<file path="src/inc/pin1_pkg.sv">
package pin1_pkg;

    // register map (byte offsets on the plain register port)
    localparam logic [7:0] ADDR_PIN_SEL    = 8'h12;
    localparam logic [7:0] ADDR_CTRL_11    = 8'h11;
    localparam logic [7:0] ADDR_CTRL_10    = 8'h10;
    localparam logic [7:0] ADDR_CTRL_13    = 8'h13;
    localparam logic [7:0] ADDR_SYNC_BEGIN = 8'h06;
    localparam logic [7:0] ADDR_SYNC_STOP  = 8'h07;
    localparam logic [7:0] ADDR_GATE_START = 8'h15;
    localparam logic [7:0] ADDR_GATE_STOP  = 8'h16;
    localparam logic [7:0] ADDR_GATE_MSB   = 8'h17;
    localparam logic [7:0] ADDR_STATUS     = 8'h1F;

    // field positions
    localparam int SEL_LSB       = 4;
    localparam int BYPASS_BIT    = 1;
    localparam int LOCK_SPEED_BIT = 4;
    localparam int SWITCH1_BIT    = 7;
    localparam int REF_LEN_BIT    = 3;
    localparam int FINE_DELAY_LSB = 4;
    localparam int FIELD_POL_BIT  = 3;
    localparam int START_MSB_BIT = 0;
    localparam int STOP_MSB_BIT  = 1;

    localparam logic [7:0] REG_RESET = 8'h00;

    // horizontal reference length for standard data types
    localparam int LINE_REF_CYCLES  = 1440;
    localparam int LINE_REF_SAMPLES = 720;
    localparam int STEP8          = 8;
    localparam int STEP2          = 2;
    localparam logic [3:0] RAW_DATA_TYPE = 4'h7;

    typedef enum logic [3:0] {
        SRC_TRISTATE = 4'h0,
        SRC_ADC_LSB  = 4'h1,
        SRC_SWITCH   = 4'h2,
        SRC_HLOCK    = 4'h3,
        SRC_VHLOCK   = 4'h4,
        SRC_FULLLOCK = 4'h5,
        SRC_COLSEQ   = 4'h6,
        SRC_LINE_REF = 4'h7,
        SRC_HSYNC    = 4'h8,
        SRC_GATEDREF = 4'h9,
        SRC_ODD      = 4'hA,
        SRC_VSYNC    = 4'hB,
        SRC_VPULSE   = 4'hC,
        SRC_WINDOW   = 4'hD,
        SRC_VREF     = 4'hE,
        SRC_FIELD_ID = 4'hF
    } pin_src_t;

    // decoder state and timing arriving from the video core
    typedef struct packed {
        logic       adc_lsb;
        logic       hlock_std;
        logic       hlock_fast;
        logic       vlock;
        logic       colour_det;
        logic       colour_sequence_line_flag;
        logic       odd_field;
        logic       vertical_sync_out;
        logic       vertical_pulse_out;
        logic       vref_short;
        logic       vref_long;
        logic       line_start;
        logic [8:0] line_num;
        logic [3:0] data_type;
    } video_status_t;

    // register bus
    typedef struct packed {
        logic [7:0] addr;
        logic [7:0] wdata;
        logic       wr;
        logic       rd;
    } reg_req_t;

endpackage

</file>
<file path="src/verilog/status_pin1_source_select.sv">
// The plain strobed port was left to the implementer.
`timescale 1ns/1ps
// What this block does
// - pin source picked by bits 7:4 of 12h
// - code 0000 floats pin, used as input
// - code 0001 drives converter LSBs in bypass
// - code 0011 horizontal lock, standard or fast
// - code 0100 vertical and horizontal lock
// - code 0101 both locks plus colour detected
// - code 0110 colour sequence line flag
// - code 0111 horizontal reference, valid data
// - standard types: reference high 1440 cycles
// - type 7: reference from 06h/07h, fine 10h
// - code 1000 horizontal sync, programmable width
// - code 1001 reference ANDed with vertical reference
// - code 1010 odd field high
// - code 1011 vertical sync
// - code 1100 vertical interval pulse
// - code 1101 vertical gate from 9-bit lines
// - code 1110 vertical reference, two lengths
// - code 1111 field id from start line
// - polarity bit inverts field id
module status_pin1_source_select
    import pin1_pkg::*;
#(
    parameter int REF_LEN = LINE_REF_CYCLES
)(
    // clock and reset
    input  wire logic          ref_clk,
    input  wire logic          nrst,
    // register port
    input  wire reg_req_t      req,
    output logic [7:0]         rdata_q,
    // video core
    input  wire video_status_t vid,
    // status pin 1
    input  wire logic          pin1_in,
    output logic               status_output_1_q,
    output logic               status_output_1_oe_q,
    output logic               alt_input_function_q
);

    logic [7:0] sel_reg_q;
    logic [7:0] ctrl11_q;
    logic [7:0] ctrl10_q;
    logic [7:0] ctrl13_q;
    logic [7:0] sync_begin_q;
    logic [7:0] sync_stop_q;
    logic [7:0] gate_start_q;
    logic [7:0] gate_stop_q;
    logic [7:0] gate_msb_q;
    logic [8:0] gate_start_line;
    logic [8:0] gate_stop_line;
    pin_src_t   src;
    logic [1:0] horiz_fine_delay;
    logic [11:0] pos_cnt_q;
    logic        active_line_ref_q;
    logic        horiz_sync_out_q;
    logic        vertical_window_gate_q;
    logic        field_flip_q;
    logic [10:0] ref_stop;
    logic [10:0] sync_start;
    logic [10:0] sync_end;
    logic [10:0] raw_start;
    logic        pin_d;
    logic        oe_d;

    assign src              = pin_src_t'(sel_reg_q[SEL_LSB +: 4]);
    assign horiz_fine_delay = ctrl10_q[FINE_DELAY_LSB +: 2];
    assign gate_start_line  = {gate_msb_q[START_MSB_BIT], gate_start_q};
    assign gate_stop_line   = {gate_msb_q[STOP_MSB_BIT], gate_stop_q};

    // register writes
    always_ff @(posedge ref_clk)
    begin
        if (!nrst)
        begin
            sel_reg_q    <= REG_RESET;
            ctrl11_q     <= REG_RESET;
            ctrl10_q     <= REG_RESET;
            ctrl13_q     <= REG_RESET;
            sync_begin_q <= REG_RESET;
            sync_stop_q  <= REG_RESET;
            gate_start_q <= REG_RESET;
            gate_stop_q  <= REG_RESET;
            gate_msb_q   <= REG_RESET;
        end
        else if (req.wr)
        begin
            case (req.addr)
                ADDR_PIN_SEL:    sel_reg_q    <= req.wdata;
                ADDR_CTRL_11:    ctrl11_q     <= req.wdata;
                ADDR_CTRL_10:    ctrl10_q     <= req.wdata;
                ADDR_CTRL_13:    ctrl13_q     <= req.wdata;
                ADDR_SYNC_BEGIN: sync_begin_q <= req.wdata;
                ADDR_SYNC_STOP:  sync_stop_q  <= req.wdata;
                ADDR_GATE_START: gate_start_q <= req.wdata;
                ADDR_GATE_STOP:  gate_stop_q  <= req.wdata;
                ADDR_GATE_MSB:   gate_msb_q   <= req.wdata;
                default:         ;
            endcase
        end
    end

    // register reads, data one cycle after the strobe
    always_ff @(posedge ref_clk)
    begin
        if (!nrst)
            rdata_q <= REG_RESET;
        else if (req.rd)
        begin
            case (req.addr)
                ADDR_PIN_SEL:    rdata_q <= sel_reg_q;
                ADDR_CTRL_11:    rdata_q <= ctrl11_q;
                ADDR_CTRL_10:    rdata_q <= ctrl10_q;
                ADDR_CTRL_13:    rdata_q <= ctrl13_q;
                ADDR_SYNC_BEGIN: rdata_q <= sync_begin_q;
                ADDR_SYNC_STOP:  rdata_q <= sync_stop_q;
                ADDR_GATE_START: rdata_q <= gate_start_q;
                ADDR_GATE_STOP:  rdata_q <= gate_stop_q;
                ADDR_GATE_MSB:   rdata_q <= gate_msb_q;
                ADDR_STATUS:     rdata_q <= {5'h00, pin1_in, vertical_window_gate_q,
                                             active_line_ref_q};
                default:         rdata_q <= REG_RESET;
            endcase
        end
        else
            rdata_q <= REG_RESET;
    end

    // position counter within the line, in line-locked clock cycles
    always_ff @(posedge ref_clk)
    begin
        // parked at the end until the first line start, so no false reference after reset
        if (!nrst)
            pos_cnt_q <= 12'hFFF;
        else if (vid.line_start)
            pos_cnt_q <= 12'h000;
        else if (pos_cnt_q != 12'hFFF)
            pos_cnt_q <= pos_cnt_q + 12'h001;
    end

    // programmable edges: 8-cycle coarse steps, 2-cycle fine steps
    assign sync_start = 11'({sync_begin_q, 3'h0}) + 11'({horiz_fine_delay, 1'b0});
    assign sync_end   = 11'({sync_stop_q, 3'h0}) + 11'({horiz_fine_delay, 1'b0});
    assign raw_start  = sync_start;
    assign ref_stop   = 11'(REF_LEN);

    // horizontal reference
    always_ff @(posedge ref_clk)
    begin
        if (!nrst)
            active_line_ref_q <= 1'b0;
        else if (vid.data_type == RAW_DATA_TYPE)
            active_line_ref_q <= ({1'b0, pos_cnt_q[10:0]} >= {1'b0, raw_start})
                                 && (pos_cnt_q[10:0] < sync_end) && !pos_cnt_q[11];
        else
            active_line_ref_q <= (pos_cnt_q < {1'b0, ref_stop});
    end

    // horizontal sync
    always_ff @(posedge ref_clk)
    begin
        if (!nrst)
            horiz_sync_out_q <= 1'b0;
        else
            horiz_sync_out_q <= !pos_cnt_q[11] && (pos_cnt_q[10:0] >= sync_start)
                                && (pos_cnt_q[10:0] < sync_end);
    end

    // vertical gate and field identifier, updated at line starts
    always_ff @(posedge ref_clk)
    begin
        if (!nrst)
        begin
            vertical_window_gate_q <= 1'b0;
            field_flip_q           <= 1'b0;
        end
        else if (vid.line_start)
        begin
            if (vid.line_num == gate_start_line)
            begin
                vertical_window_gate_q <= 1'b1;
                field_flip_q           <= vid.odd_field;
            end
            else if (vid.line_num == gate_stop_line)
                vertical_window_gate_q <= 1'b0;
        end
    end

    // source mux
    always_comb
    begin
        pin_d = 1'b0;
        oe_d  = 1'b1;
        case (src)
            SRC_TRISTATE: oe_d  = 1'b0;
            SRC_ADC_LSB:
            begin
                oe_d  = ctrl11_q[BYPASS_BIT];
                pin_d = ctrl11_q[BYPASS_BIT] & vid.adc_lsb;
            end
            SRC_SWITCH:   pin_d = ctrl11_q[SWITCH1_BIT];
            SRC_HLOCK:    pin_d = ctrl11_q[LOCK_SPEED_BIT] ? vid.hlock_fast : vid.hlock_std;
            SRC_VHLOCK:   pin_d = vid.vlock & vid.hlock_std;
            SRC_FULLLOCK: pin_d = vid.vlock & vid.hlock_std & vid.colour_det;
            SRC_COLSEQ:   pin_d = vid.colour_sequence_line_flag;
            SRC_LINE_REF: pin_d = active_line_ref_q;
            SRC_HSYNC:    pin_d = horiz_sync_out_q;
            SRC_GATEDREF: pin_d = active_line_ref_q &
                                  (ctrl10_q[REF_LEN_BIT] ? vid.vref_long : vid.vref_short);
            SRC_ODD:      pin_d = vid.odd_field;
            SRC_VSYNC:    pin_d = vid.vertical_sync_out;
            SRC_VPULSE:   pin_d = vid.vertical_pulse_out;
            SRC_WINDOW:   pin_d = vertical_window_gate_q;
            SRC_VREF:     pin_d = ctrl10_q[REF_LEN_BIT] ? vid.vref_long : vid.vref_short;
            SRC_FIELD_ID: pin_d = field_flip_q ^ ctrl13_q[FIELD_POL_BIT];
            default:      oe_d  = 1'b0;
        endcase
    end

    always_ff @(posedge ref_clk)
    begin
        if (!nrst)
        begin
            status_output_1_q    <= 1'b0;
            status_output_1_oe_q <= 1'b0;
            alt_input_function_q <= 1'b0;
        end
        else
        begin
            status_output_1_q    <= pin_d;
            status_output_1_oe_q <= oe_d;
            alt_input_function_q <= (src == SRC_TRISTATE) & pin1_in;
        end
    end
endmodule
</file>
<file path="config.mk">
export PLATFORM = sky130hd
export DESIGN_NAME = status_pin1_source_select
export DESIGN_NICKNAME = d
export VERILOG_FILES = /design/src/inc/pin1_pkg.sv /design/src/verilog/status_pin1_source_select.sv
export SDC_FILE = /design/constraint.sdc
export NUM_CORES = 1
export LEC_CHECK = 0
export ABC_CLOCK_PERIOD_IN_PS = 2250
export BUFFER_PORTS_ARGS = -buffer_cell sky130_fd_sc_hd__buf_2
export CORE_AREA = 5 5 102 104
export DETAILED_ROUTE_END_ITERATION = 16
export DIE_AREA = 0 0 107 109
export PLACE_DENSITY = 0.79
export REMOVE_ABC_BUFFERS = 1
export SYNTH_ARGS = -nofsm -noshare
export SYNTH_HDL_FRONTEND = slang
export SYNTH_SLANG_ARGS = --single-unit
</file>
<file path="constraint.sdc">
create_clock -name ref_clk -period 2.25 [get_ports ref_clk]
set_input_delay 0.45 -clock ref_clk [delete_from_list [all_inputs] [get_ports ref_clk]]
set_output_delay 0.45 -clock ref_clk [all_outputs]
set_load 0.01 [all_outputs]
</file>
==> qor.csv, run 1 <==
metric,value,unit
status,finished clean,
GRT Util Overall,0.261,
Critical Path Stages,7,
Worst Tran Pin Value,0.569,ns
drt first pass iters,6,
Slew Limit Fails,0,
required time of the critical path,2.51,ns
Post-Syn Instances,566,
Initial Utilization,0.572,
worst flop-to-flop path endpoint,active_line_ref_q$_SDFF_PN0_,
"reg-to-reg slack, setup",0.26,ns
CTS tree,yes,
placer congestion estimate,0.890,
headroom to the max-slew limit,0.619,
r2r worst-path depth,7,
ys flop type,dfxtp_1,
global-route wire length before repair,23600,um
worst-path cell chain,inv_1 > ha_1 > a21oi_1 > o21ai_0 > a2111oi_0 > and4b_1 > a22o_1,
Post-Syn Area,5410,um2
Clock Path Buffers,2,
CTS resizes,0,
# Post-CTS Setup Buffers,0,
die area,11700,um2
clk root buf,clkbuf_8,
total wire length,14600,um
number of vias per cell,6.12,
CP top delay family,compound AO/OA/AOI/OAI gates,
Die Height,109,um
I/O Buffers,56,
"Area growth, synth to finish",11.3,%
total number of vias,4505,
"most common cell after layout, fill and taps aside",dfxtp_1,
antenna cells,0,
fmax,504,MHz
TritonCTS Buffers,9,
# DRC,0,
Setup crit start,sync_begin_q[1]$_SDFFE_PN0P_,
Post-CTS Hold Fix Bufs,0,
total of warnings raised by yosys,0,
clk_lat worst skew,0.37,ns
Critical Path Start Type,register,
row count,36,
max incr delay on CP,0.41,ns
sequential element share of the synthesized area,0.366,
final hold violation count,0,
library cells used by synthesis,57,
Crit-path slowest cell,a2111oi_0,
worst path arrival time,2.25,ns
Syn Area/Cell,9.56,um2
num ports,57,
Clock Sinks,99,
pwr dens,580,nW/um2
min setup slack post-route,0.264,ns
Hold Crit Class,in2reg,
Core Footprint,9460,um2
drt wl/cell,19.9,um
largest net degree at the start of global routing,65,
worst r2r src,sync_begin_q[1]$_SDFFE_PN0P_,
"FFs w/ async S/R, synth",0,
sequential cell area,1980,um2
vias in the first global route,4457,
"commonest non-fill, non-tap cells in the layout","dfxtp_1 (99), buf_2 (56), mux2i_1 (53), nor2b_1 (53), nand2_1 (41)",
Yosys reg bits,99,
initial antenna violation count,0,
VDD IR-drop max,0.432,mV
# nets final,682,
Worst setup EP type,register,
Routed Antenna Nets,0,
GRT Residual Overflow,0,
Crit Path Max Fanout,3,
Multi-input gate area,3130,um2
Final min period,1.99,ns
Setup crit end,active_line_ref_q$_SDFF_PN0_,
skew final,0.00906,ns
number of max-cap violations,0,
Power Total,0.00349,W
Die W,107,um
crit path kind,reg2reg,
htree depth,3,
clock-pin transition on the worst setup and hold timing paths,0.09,ns
Place WS,0.126,ns
P_leak,2.48,nW
share of layout cells above drive strength 1,0.207,
RSZ-0062 raised after global routing,false,
"EDFF count, synth",0,
count of final setup violators,0,
number of fill cells,797,
drt initial violations,382,
hpwl dp,11000,um
setup TNS,0,ns
CP bufs+invs,1,
final worst-path cycle share,0.883,
-- cell type report --
type | instances | area share
Sequential cell | 99 | 0.329
Timing Repair Buffer | 78 | 0.0761
Clock buffer | 10 | 0.0229
Multi-Input combinational cell | 410 | 0.521
Inverter | 19 | 0.0118
Tap cell | 114 | 0.0237
Clock inverter | 6 | 0.0156
-- worst min-delay path by stage --
stage                                     startpoint                         endpoint  slack, ns  cells past startpoint
after detailed placement  gate_msb_q[2]$_SDFFE_PN0P_       gate_msb_q[2]$_SDFFE_PN0P_       0.47                      2
after floorplan           gate_msb_q[2]$_SDFFE_PN0P_       gate_msb_q[2]$_SDFFE_PN0P_       0.44                      2
after CTS                                    pin1_in  alt_input_function_q$_SDFF_PN0_       0.34                      3
final                                        pin1_in  alt_input_function_q$_SDFF_PN0_       0.35                      3
after global routing                         pin1_in  alt_input_function_q$_SDFF_PN0_       0.35                      3
after global placement    gate_msb_q[2]$_SDFFE_PN0P_       gate_msb_q[2]$_SDFFE_PN0P_       0.45                      2
-- through the flow --
stage                     hold slack, ns  instance area (um2)  utilization  std cells
after floorplan                    0.440                 5190            -        528
after global placement             0.449                 5790        0.612        720
after detailed placement           0.466                 5790        0.612        720
after CTS                          0.340                 6020        0.636        736
after global routing               0.354                 6020        0.636        736
final                              0.349                 6020        0.636        736
-- per-layer routing --
layer,vias to the layer above,track usage,routed length [um]
li1,2126,-,-
met1,2150,0.333,6100
met2,188,0.446,7160
met3,41,0.0491,993
met4,0,0.0913,390
met5,-,0,0
-- synth_stat cells, types with 7 or more instances --
master     n  area (um2)
nand4_1   12        75.1
a22oi_1   12        90.1
dfxtp_1   99        1980
mux2_2    10         113
clkbuf_1  23        86.3
xnor2_1   15         131
o21ai_0   18        90.1
nand3_1   28         140
mux4_2     7         158
nand2_1   41         154
inv_1     19        71.3
xor2_1    12         105
a21oi_1   18        90.1
a21boi_0  25         188
nor2_1    15        56.3
nor2b_1   53         332
mux2i_1   53         531
ha_1      19         238
-- sequential cells by signal (all words and copies together) (netlist names) --
| signal | flops |
|---|---|
| pos_cnt_q | 12 |
| ctrl10_q | 8 |
| ctrl11_q | 8 |
| ctrl13_q | 8 |
| gate_msb_q | 8 |
| gate_start_q | 8 |
| gate_stop_q | 8 |
| rdata_q | 8 |
| sel_reg_q | 8 |
| sync_begin_q | 8 |
| sync_stop_q | 8 |
| active_line_ref_q | 1 |
| alt_input_function_q | 1 |
| field_flip_q | 1 |
| horiz_sync_out_q | 1 |
| status_output_1_oe_q | 1 |
| status_output_1_q | 1 |
| vertical_window_gate_q | 1 |
-- kinds of logic after synthesis --
kind of cell	after synthesis	synth area share
compound gates	102	0.129
xor+xnor	27	0.0437
fa+ha+maj	19	0.0440
buf+inv	57	0.0541
flops	99	0.366
mux	70	0.148
simple gates	192	0.215
-- worst reg2reg max path: cells and delay by family (launching register included) --
| kind | cells | cell delay (ns) |
|---|---|---|
| buffers and inverters | 1 | 0.08 |
| AND/OR/NAND/NOR | 1 | 0.26 |
| flip-flops | 1 | 0.38 |
| AO/OA/AOI/OAI | 4 | 0.86 |
| adder cells (fa/ha/maj) | 1 | 0.30 |
-- where the power goes --
group	switching (W)	internal [W]	total [W]
clock	0.000655	0.000667	0.00132
sequential	0.0000268	0.00177	0.00180
combinational	0.000207	0.000161	0.000368
Power figures use the tool's default switching activity.
==> run 2, diff against run 1 <==
--- a/config.mk
+++ b/config.mk
@@ -7,10 +7,11 @@
 export LEC_CHECK = 0
 export ABC_CLOCK_PERIOD_IN_PS = 2250
 export BUFFER_PORTS_ARGS = -buffer_cell sky130_fd_sc_hd__buf_2
-export CORE_AREA = 5 5 102 104
+export CORE_AREA = 2 2 99 101
 export DETAILED_ROUTE_END_ITERATION = 16
-export DIE_AREA = 0 0 107 109
+export DIE_AREA = 0 0 101 103
 export PLACE_DENSITY = 0.79
+export RECOVER_POWER = 100
 export REMOVE_ABC_BUFFERS = 1
 export SYNTH_ARGS = -nofsm -noshare
 export SYNTH_HDL_FRONTEND = slang
==> run 2 against run 1 <==
  * Setup slack lost 0.12 ns
  * Die area shrank 11%
  * Wire length shrank 3.8%
  * Sequential cell count is the same
  * Sequential share of layout area grew 0.38 points
  * Combinational power is essentially flat
  * Global-route usage grew 2.2 points
  * Critical path type is now in2reg
==> qor.csv, run 2 (synthesis gave the netlist of run 1 again) <==
metric,value,unit
drt first pass iters,6,
Final Instance Area,5950,um2
clk_lat worst skew,0.39,ns
headroom to the max-slew limit,0.507,
pwr dens,561,nW/um2
CTS tree,yes,
global-route wire length before repair,22700,um
Slew Limit Fails,0,
vias in the first global route,4395,
"most common cell after layout, fill and taps aside",dfxtp_1,
crit path kind,in2reg,
drt initial violations,263,
# DRC,0,
final hold violation count,0,
status,finished clean,
Routed Antenna Nets,0,
Hold Crit Class,in2reg,
setup TNS,0,ns
initial antenna violation count,0,
clock-pin transition on the worst setup and hold timing paths,0.09,ns
Critical Path Start Type,primary input,
required time of the critical path,2.53,ns
Die W,101,um
largest net degree at the start of global routing,87,
final worst-path cycle share,0.937,
register with the most flip-flops,pos_cnt_q,
Crit Path Max Fanout,11,
clk root buf,clkbuf_8,
sequential cell area,1980,um2
fmax,474,MHz
Worst setup EP type,register,
number of vias per cell,6.06,
"Area growth, synth to finish",10.0,%
drt wl/cell,19.0,um
skew final,0.0154,ns
max FFs per register,12,
Place WS,0.178,ns
CTS resizes,0,
htree depth,3,
Worst Tran Pin Value,0.740,ns
"commonest non-fill, non-tap cells in the layout","dfxtp_1 (99), mux2i_1 (53), nor2b_1 (53)",
row count,36,
TritonCTS Buffers,9,
Post-CTS Hold Fix Bufs,0,
P_leak,2.42,nW
antenna cells,0,
worst path arrival time,2.39,ns
share of layout cells above drive strength 1,0.180,
total number of vias,4488,
Clock Sinks,99,
GRT Residual Overflow,0,
GRT Util Overall,0.283,
placer congestion estimate,0.913,
VDD IR-drop max,0.502,mV
Final min period,2.11,ns
I/O Buffers,56,
number of max-cap violations,0,
# Post-CTS Setup Buffers,0,
RSZ-0062 raised after global routing,false,
Clock Path Buffers,2,
min setup slack post-route,0.142,ns
number of fill cells,800,
hpwl dp,10600,um
area post-placement,5830,um2
die area,10400,um2
Die Height,103,um
total wire length,14100,um
Multi-input gate area,3090,um2
Power Total,0.00334,W
num ports,57,
Initial Utilization,0.572,
count of final setup violators,0,
# nets final,687,
Core Footprint,9460,um2
-- run 2: cell count changes in the layout (fill, tap and decap cells not counted), moves of 2 or more --
cell,before,now
clkbuf_1,0,17
buf_2,56,42
nand3_1,28,30
clkbuf_2,0,3
-- run 2: report_power, final --
group	total [W]	switching (W)	internal [W]	leakage, nW
Combinational	0.000366	0.000203	0.000163	1.52
Clock	0.00117	0.000645	0.000528	0.0950
Sequential	0.00180	0.0000288	0.00177	0.802
-- run 2: critical path, cell delays in order --
cell      delay [ns]
clkbuf_1        0.13
nor4b_2         0.30
nor3b_1         0.31
clkbuf_1        0.57
nand3_4         0.32
mux2i_1         0.24
nor2b_1         0.07
-- run 2: area by class of cell --
cell class	count	area share
Inverter	19	0.0120
Tap cell	114	0.0240
Multi-Input combinational cell	410	0.519
Clock inverter	6	0.0124
Timing Repair Buffer	83	0.0778
Clock buffer	10	0.0214
Sequential cell	99	0.333
-- run 2: stage by stage --
stage | hold slack (ns) | cells | utilization
after detailed placement | 0.463 | 725 | 0.616
final | 0.328 | 741 | 0.629
after CTS | 0.329 | 741 | 0.637
after global routing | 0.321 | 741 | 0.629
after floorplan | 0.440 | 528 | -
after global placement | 0.451 | 725 | 0.616
-- run 2: worst paths after layout --
kind | from | endpoint | slack, ns | cells after the start
worst min register to register | gate_msb_q[3]$_SDFFE_PN0P_ | gate_msb_q[3]$_SDFFE_PN0P_ | 0.48 | 2
worst max-delay path | req[15] | ctrl11_q[6]$_SDFFE_PN0P_ | 0.14 | 7
worst min-delay path | nrst | pos_cnt_q[8]$_SDFFE_PN1P_ | 0.33 | 2
worst max register to register | sync_begin_q[5]$_SDFFE_PN0P_ | active_line_ref_q$_SDFF_PN0_ | 0.15 | 7
-- run 2: per-layer routing --
metal / vias up / track usage / part of all wire
met1: 2133 / 0.350 / 0.42
li1: 2130 / - / -
met4: 0 / 0.119 / 0.039
met3: 52 / 0.0603 / 0.060
met2: 173 / 0.482 / 0.48
met5: - / 0 / 0
